`src/fwtc_map.vh`:
```
`ifndef FWTC_MAP_VH
`define FWTC_MAP_VH
// ==========================================================================
// Register offsets (word addresses on the register port)
`define FWTC_ADDR_PAIRING 9'h169
`define FWTC_ADDR_FORCE 9'h16A
`define FWTC_ADDR_DS_THR_A 9'h16B
`define FWTC_ADDR_DS_THR_B 9'h16C
`define FWTC_ADDR_SRC_THR_A 9'h16D
`define FWTC_ADDR_SRC_THR_B 9'h16E
// ==========================================================================
// Writable bit masks, everything else reserved
`define FWTC_MASK_PAIRING 16'h797F
`define FWTC_MASK_FORCE 16'h00FE
`define FWTC_MASK_THR_A 16'hFFFF
`define FWTC_MASK_THR_B 16'h0FFF
// ==========================================================================
// Field positions
`define FWTC_POS_LS_LO 0
`define FWTC_POS_TOP7 8
`define FWTC_POS_MARK_LO 11
`define FWTC_POS_FORCE_LO 1
`define FWTC_THR_W 4
// ==========================================================================
// Reset values
`define FWTC_RST_REG 16'h0000
// ==========================================================================
// Threshold decode results, in units of 10 mV
`define FWTC_MV10_ZERO 9'h000
`define FWTC_MV10_STEP_FINE 9'h00A
`define FWTC_MV10_STEP_COARSE 9'h032
`define FWTC_MV10_BAD 9'h1FF
`endif

```
`src/fwtc_freewheel_and_threshold_config.v`:
```
`timescale 1ns/100ps
`include "fwtc_map.vh"
// How it works
// - The pairing register picks which partner each driver engages on a set-freewheel request.
// - Pairing bit n-1 makes low-side output n the partner of high-side driver n, n 1 to 7.
// - Pairing bit 8 makes high-side driver 7 the partner of high-side driver 1.
// - Pairing bits 11 to 14 make marker outputs 0 to 3 partners of drivers 4 to 7.
// - A set force bit n activates freewheel for driver n, else the microcore request rules.
// - Force bits act with the stored pairing map even while no microcode runs.
// - Each drain-source and source threshold is held as its own 4-bit field.
// - The host writes thresholds; a microcore may write a field only with access right.
// - Codes 0, 9..C and 1..7 decode to 0 V, 0.1..0.4 V and 0.5..3.5 V; others undefined.
// - Reading threshold registers returns the thresholds in effect, not stored values.
module fwtc_freewheel_and_threshold_config
(
    input wire ref_clk,
    input wire rst_n,
    input wire hostWrite,
    input wire hostRead,
    input wire [8:0] hostAddr,
    input wire [15:0] hostWdata,
    output reg [15:0] hostRdata,
    output reg hostAddrHit,
    input wire [6:0] coreFreewheelRequest,
    input wire coreThrWrite,
    input wire coreThrSource,
    input wire [2:0] coreThrDriver,
    input wire [3:0] coreThrCode,
    input wire [6:0] coreAccessRight,
    input wire [6:0] srcOverrideEn,
    input wire [27:0] srcOverrideCode,
    output reg [6:0] lowSidePartnerOn,
    output reg topDriverSevenPartnerOn,
    output reg [3:0] auxiliaryMarkerOutputOn,
    output reg [6:0] freewheelActive,
    output reg [27:0] drainSourceThreshold,
    output reg [27:0] sourceThreshold,
    output reg [8:0] sourceLevelDriver1,
    output reg sourceCodeValidDriver1
);
    // ======================================================================
    // Storage
    // Thresholds kept as packed nibble vectors, driver 1 in the lowest nibble
    reg [15:0] pairing_reg;
    reg [15:0] force_reg;
    reg [27:0] dsThr_reg;
    reg [27:0] srcThr_reg;
    reg [27:0] dsThr_next;
    reg [27:0] srcThr_next;
    reg [27:0] srcEffective;
    reg [6:0] fwActive;
    wire [8:0] level1;
    wire valid1;
    integer i;

    // Replace one nibble of a packed 7-field threshold vector
    function [27:0] putField;
        input [27:0] vec;
        input [2:0] idx;
        input [3:0] code;
        reg [27:0] mask;
        begin
            mask = 28'h000000F << ({2'b00, idx} * 5'h04);
            putField = (vec & ~mask) | (({24'h000000, code} << ({2'b00, idx} * 5'h04)) & mask);
        end
    endfunction

    // Write strobe aimed at one register word; shared by every host write path
    function wrHit;
        input wr;
        input [8:0] addr;
        input [8:0] target;
        begin
            wrHit = wr && (addr == target);
        end
    endfunction

    // True for any word of this block; other words read as zero
    function inMap;
        input [8:0] addr;
        begin
            inMap = (addr >= `FWTC_ADDR_PAIRING) && (addr <= `FWTC_ADDR_SRC_THR_B);
        end
    endfunction

    // ======================================================================
    // Host write path; microcore writes land after host writes of same cycle
    always @*
    begin
        dsThr_next = dsThr_reg;
        srcThr_next = srcThr_reg;
        if (wrHit(hostWrite, hostAddr, `FWTC_ADDR_DS_THR_A))
            dsThr_next[15:0] = hostWdata & `FWTC_MASK_THR_A;
        if (wrHit(hostWrite, hostAddr, `FWTC_ADDR_DS_THR_B))
            dsThr_next[27:16] = hostWdata[11:0];
        if (wrHit(hostWrite, hostAddr, `FWTC_ADDR_SRC_THR_A))
            srcThr_next[15:0] = hostWdata & `FWTC_MASK_THR_A;
        if (wrHit(hostWrite, hostAddr, `FWTC_ADDR_SRC_THR_B))
            srcThr_next[27:16] = hostWdata[11:0];
        // Access right gates microcore changes; index 7 is ignored, index 6 (driver 7) is last valid
        if (coreThrWrite && coreThrDriver != 3'h7 && coreAccessRight[coreThrDriver])
        begin
            if (coreThrSource)
                srcThr_next = putField(srcThr_next, coreThrDriver, coreThrCode);
            else
                dsThr_next = putField(dsThr_next, coreThrDriver, coreThrCode);
        end
    end

    // Registers, all cleared by synchronous reset
    always @(posedge ref_clk)
    begin
        if (!rst_n)
        begin
            pairing_reg <= `FWTC_RST_REG;
            force_reg <= `FWTC_RST_REG;
            dsThr_reg <= 28'h0000000;
            srcThr_reg <= 28'h0000000;
        end
        else
        begin
            // Reserved bits are masked on the way in, so they always read zero
            if (wrHit(hostWrite, hostAddr, `FWTC_ADDR_PAIRING))
                pairing_reg <= hostWdata & `FWTC_MASK_PAIRING;
            if (wrHit(hostWrite, hostAddr, `FWTC_ADDR_FORCE))
                force_reg <= hostWdata & `FWTC_MASK_FORCE;
            dsThr_reg <= dsThr_next;
            srcThr_reg <= srcThr_next;
        end
    end

    // ======================================================================
    // Effective source thresholds: bootstrap control may override per driver
    always @*
    begin
        srcEffective = srcThr_reg;
        for (i = 0; i < 7; i = i + 1)
            if (srcOverrideEn[i])
                srcEffective = putField(srcEffective, i[2:0], srcOverrideCode[i*4 +: 4]);
    end

    // Force bit or microcore request; force works with no microcode running
    // Limitation: the core cannot hold a driver off while its force bit is set
    always @*
    begin
        fwActive = force_reg[`FWTC_POS_FORCE_LO +: 7] | coreFreewheelRequest;
    end

    // ======================================================================
    // Registered partner outputs from pairing map and active freewheel
    always @(posedge ref_clk)
    begin
        if (!rst_n)
        begin
            lowSidePartnerOn <= 7'h00;
            topDriverSevenPartnerOn <= 1'b0;
            auxiliaryMarkerOutputOn <= 4'h0;
            freewheelActive <= 7'h00;
        end
        else
        begin
            freewheelActive <= fwActive;
            lowSidePartnerOn <= fwActive & pairing_reg[`FWTC_POS_LS_LO +: 7];
            topDriverSevenPartnerOn <= fwActive[0] & pairing_reg[`FWTC_POS_TOP7];
            auxiliaryMarkerOutputOn <= fwActive[6:3] & pairing_reg[`FWTC_POS_MARK_LO +: 4];
        end
    end

    // Threshold outputs registered apart, so comparator trims never glitch
    always @(posedge ref_clk)
    begin
        if (!rst_n)
        begin
            drainSourceThreshold <= 28'h0000000;
            sourceThreshold <= 28'h0000000;
            sourceLevelDriver1 <= 9'h000;
            sourceCodeValidDriver1 <= 1'b1;
        end
        else
        begin
            drainSourceThreshold <= dsThr_reg;
            sourceThreshold <= srcEffective;
            sourceLevelDriver1 <= level1;
            sourceCodeValidDriver1 <= valid1;
        end
    end

    // Decoded level of driver 1 source threshold, for the analog trim
    // Undefined codes give the bad-level marker so the trim can refuse them
    fwtc_thr_decode uDecode
    (
        .code(srcEffective[3:0]),
        .level(level1),
        .valid(valid1)
    );

    // ======================================================================
    // Read port: one cycle latency; thresholds read back as in effect
    // Address is sampled every edge, so data follows even without a read strobe
    always @(posedge ref_clk)
    begin
        if (!rst_n)
        begin
            hostRdata <= 16'h0000;
            hostAddrHit <= 1'b0;
        end
        else
        begin
            hostAddrHit <= hostRead && inMap(hostAddr);
            case (hostAddr)
                `FWTC_ADDR_PAIRING: hostRdata <= pairing_reg;
                `FWTC_ADDR_FORCE: hostRdata <= force_reg;
                `FWTC_ADDR_DS_THR_A: hostRdata <= dsThr_reg[15:0];
                `FWTC_ADDR_DS_THR_B: hostRdata <= {4'h0, dsThr_reg[27:16]};
                `FWTC_ADDR_SRC_THR_A: hostRdata <= srcEffective[15:0];
                `FWTC_ADDR_SRC_THR_B: hostRdata <= {4'h0, srcEffective[27:16]};
                default: hostRdata <= 16'h0000;
            endcase
        end
    end
endmodule

```
`src/fwtc_thr_decode.v`:
```
`timescale 1ns/100ps
`include "fwtc_map.vh"
// ==========================================================================
// Threshold code to level, 10 mV units; undefined codes flagged
module fwtc_thr_decode
(
    input wire [3:0] code,
    output reg [8:0] level,
    output reg valid
);
    // Fine codes 9..C are 0.1 V steps, coarse 1..7 are 0.5 V steps
    always @*
    begin
        valid = 1'b1;
        level = `FWTC_MV10_ZERO;
        if (code == 4'h0)
            level = `FWTC_MV10_ZERO;
        else if (code >= 4'h9 && code <= 4'hC)
            level = `FWTC_MV10_STEP_FINE * {5'h00, code - 4'h8};
        else if (code <= 4'h7)
            level = `FWTC_MV10_STEP_COARSE * {5'h00, code};
        else
        begin
            valid = 1'b0;
            level = `FWTC_MV10_BAD;
        end
    end
endmodule

```
`config.mk`:
```
export PLATFORM = sky130hd
export DESIGN_NAME = fwtc_freewheel_and_threshold_config
export DESIGN_NICKNAME = d
export VERILOG_FILES = /design/src/fwtc_freewheel_and_threshold_config.v /design/src/fwtc_thr_decode.v
export VERILOG_INCLUDE_DIRS = /design/src
export SDC_FILE = /design/constraint.sdc
export NUM_CORES = 1
export LEC_CHECK = 0
export BUFFER_PORTS_ARGS = -buffer_cell sky130_fd_sc_hd__buf_2
export CORE_AREA = 2 2 151 153
export DETAILED_ROUTE_END_ITERATION = 6
export DIE_AREA = 0 0 153 155
export PLACE_DENSITY_LB_ADDON = 0.2
export SETUP_SLACK_MARGIN = 0.3
export SYNTH_ARGS = -nofsm -noshare
export SYNTH_HDL_FRONTEND = slang
export SYNTH_HIERARCHICAL = 1
export SYNTH_SLANG_ARGS = --single-unit
```
`constraint.sdc`:
```
create_clock -name ref_clk -period 5.15 [get_ports ref_clk]
set_input_delay 0.2575 -clock ref_clk [delete_from_list [all_inputs] [get_ports ref_clk]]
set_output_delay 0.2575 -clock ref_clk [all_outputs]
set_load 0.02 [all_outputs]
```
==> results.md <==
- # resized after CTS: 0
- Worst hold path class: in2reg
- Root buffer cell: clkbuf_16
- Post-synthesis mux area share: under 10%
- Crit-path leading delay family: adder cells
- Critical path class: reg2reg
- Cell count after placement: between 1k and 1.5k
- Clock Latency Late Sink: between 400 and 500 ps
- GRT Overall Usage: 21.1%
- Crit end category: flip-flop
- Antenna fix cells: 0
- Layout cell share with drive strength beyond 1: 23.7%
- Total number of vias: 6,565
- Sequential share of power: 47.3%
- Async set-reset flop share out of synthesis: 0%
- Area after DPL: roughly 8600 µm²
- PnR worst setup slack: around 2700 ps
- Die area: 23,700 µm²
- Crit-path max cell delay: 410 ps
- Starting DRT DRC Count: 488
- TritonCTS clock tree: built
- DRT antenna net count: 0
- Adder-Cell Fraction of Synth Area: 3.34%
- DP Worst Slack: between 2000 and 3000 ps
- Vias per cell: 5.07
- Sw frac: ~26%
- PD cells: 323 nW/µm²
- Final non-filler cell total: 1,296
- CTS Buffer Depth: 2
- DIE HEIGHT: 155 µm
- CP most frequent cell: ha_1
- Synth Flop Type: dfxtp_1
- Finished Cell Area: between 9000 and 10,000 µm²
- Post-Syn Nets: 955
- Cell Area, Synth: 7570 µm²
- Sw power: about 0.76 mW
- DRC: 0
- Final setup skew: about 10 ps
- Slew HR: around a quarter
- Worst IR Drop VDD: 0.000164 V
- Fin. Hold Viols: 0
- Fin crit share: 47.0%
- Final hold slack: 38.2 ps
- Final total power: 2.97 mW
- H-tree levels: 4
- Syn avg cell area: 8.92 µm²
- Drt wl/cell: 19.5 µm
- Hpwl dp: 18,400 µm
- Final setup viols: 0
- Global route total overflow: 0
- Post-Synth XOR/XNOR Area: 0.463%
- Post-synth EDFFs: 0
- Final Max Tran Viols: 0
- Flops & latches, synth: 177
- Post-synthesis sequential area ratio: 46.8%
- Row cnt: 55
- Final wirelength: 25,300 µm
- Crit path cell chain: mux2i_1 > inv_1 > inv_2 > ha_1 > ha_1 > fa_1 > xnor2_1 > nor2_1 > a211oi_1 > and2_1
- Lkg Pwr: 4.02 nW
- PortBufs: 188
- Worst Max-Slew Pin Slew: roughly 1100 ps
- Simple logic cell fraction of the synthesized area: 25.8%
- Filler cells: 2,300
- Largest family of logic cells by synthesized area: simple AND/OR/NAND/NOR gates
- Fin Setup TNS: 0 ps
- Core area: 22,200 µm²
- YS warnings: 6
- Total clock buffers created by CTS: 17
- Run status: complete, no violations
- Internal power: 2.21 mW
- # hold bufs at CTS: 0
- Clock power frac: about 43%
- First-pass GRT wire length: ~38,000 µm
- Critical path arrival: around 2800 ps
- Synthesized instance count: between 800 and 900
- Req. time, crit path: 5520 ps
- Vias in the first global route: approximately 6.3k
- Initial antenna violation count: 0
- CTS clk-pin slew, worst paths: 70 ps
- Drt pass-1 iters: 5
- Post-CTS Setup Bufs: 0
- Compound-cell area share of the yosys netlist: 13.5%
- Maximum fanout along the worst path: 7
- CP startpoint kind: flip-flop
- I/O pin count: 189
- Final period demand of the worst path: 2420 ps
- Crit-path slowest cell: fa_1
- Die W: 153 µm
- Nets@finish: 1,105
- RSZ-0062 raised after global routing: false
- Worst path bufs/invs: 2
- Max frequency: 0.413 GHz
- Maxcap violations: 0
- Clock sink count: about 180
- Area Overhead vs Synth: 21.4%
- Comb pwr share: 9.5%
- Largest net degree at the start of global routing: 74
- Starting Density: 34.1%
- Final core occ: around 41%
- GP Congestion: around 0.86
- Synth unique cells: 55
## path summary, 6_finish.rpt
check / end / slack, ps / cells after the start / from
min reg2reg: drainSourceThreshold[9] / 470 / 2 / dsThr_reg[9]
max reg2reg: sourceLevelDriver1[6] / 2730 / 10 / srcThr_reg[3]
max: sourceLevelDriver1[6] / 2730 / 10 / srcThr_reg[3]
min: hostAddrHit / 40 / 3 / hostRead
## cell families after synthesis
kind of cell / count (synthesis)
AOI/OAI and AO/OA: 165
xor gates and xnor gates: 4
adders and majority gates: 19
buffers and inverters: 75
DFF: 177
muxes: 43
and+or+nand+nor: 366
## metal layers
metal,track usage (%),wire [µm],vias up
met1,29.1,11800,3083
met5,0,0,-
met2,33.8,11700,197
li1,-,-,3253
met4,6.79,508,0
met3,3.70,1250,32
## power groups by stage
stage / combinational, mW / clock (mW) / sequential, mW
after floorplan: 0.140 / 0 / 1.46
after global placement: 0.281 / 0 / 1.44
after detailed placement: 0.282 / 0 / 1.44
after CTS: 0.283 / 1.31 / 1.40
after global routing: 0.308 / 1.36 / 1.41
final: 0.282 / 1.28 / 1.40
## cells in the final DEF (no fill, tap or decap), types with 31 or more instances in the layout
cell type,count
o21ai_0,58
and3b_1,33
and2_1,50
nor2_1,79
nand2_1,108
buf_2,188
mux2i_1,36
a21oi_1,33
a31oi_1,31
dfxtp_1,177
## cell usage after synthesis (11+ instances only)
master,count,area (µm²)
ha_1,17,213
and3b_1,33,289
o21ai_0,58,290
a21oi_1,33,165
clkbuf_1,39,146
inv_1,11,41.3
a31oi_1,31,194
buf_2,12,60.1
mux2i_1,36,360
and2_1,50,313
nor2_1,79,297
dfxtp_1,177,3540
nor3_1,27,135
nor3b_1,27,203
nand2_1,108,405
## final cells by class
class	count	area [µm²]	share of cell area (%)
multi-input combinational	597	3710	40.3
sequential	177	3540	38.5
timing repair buffer	192	971	10.6
clock buffer	18	429	4.67
tap	285	357	3.88
clock inverter	13	136	1.48
inverter	14	52.6	0.572
## worst reg2reg max path, cell delays in order (launching register included)
cell and delay [ps]:
dfxtp_1 350, mux2i_1 220, inv_1 200, inv_2 150
ha_1 250, ha_1 220, fa_1 410, xnor2_1 160
nor2_1 50, a211oi_1 210, and2_1 140
No activity file was read; power rests on OpenSTA's default activity.
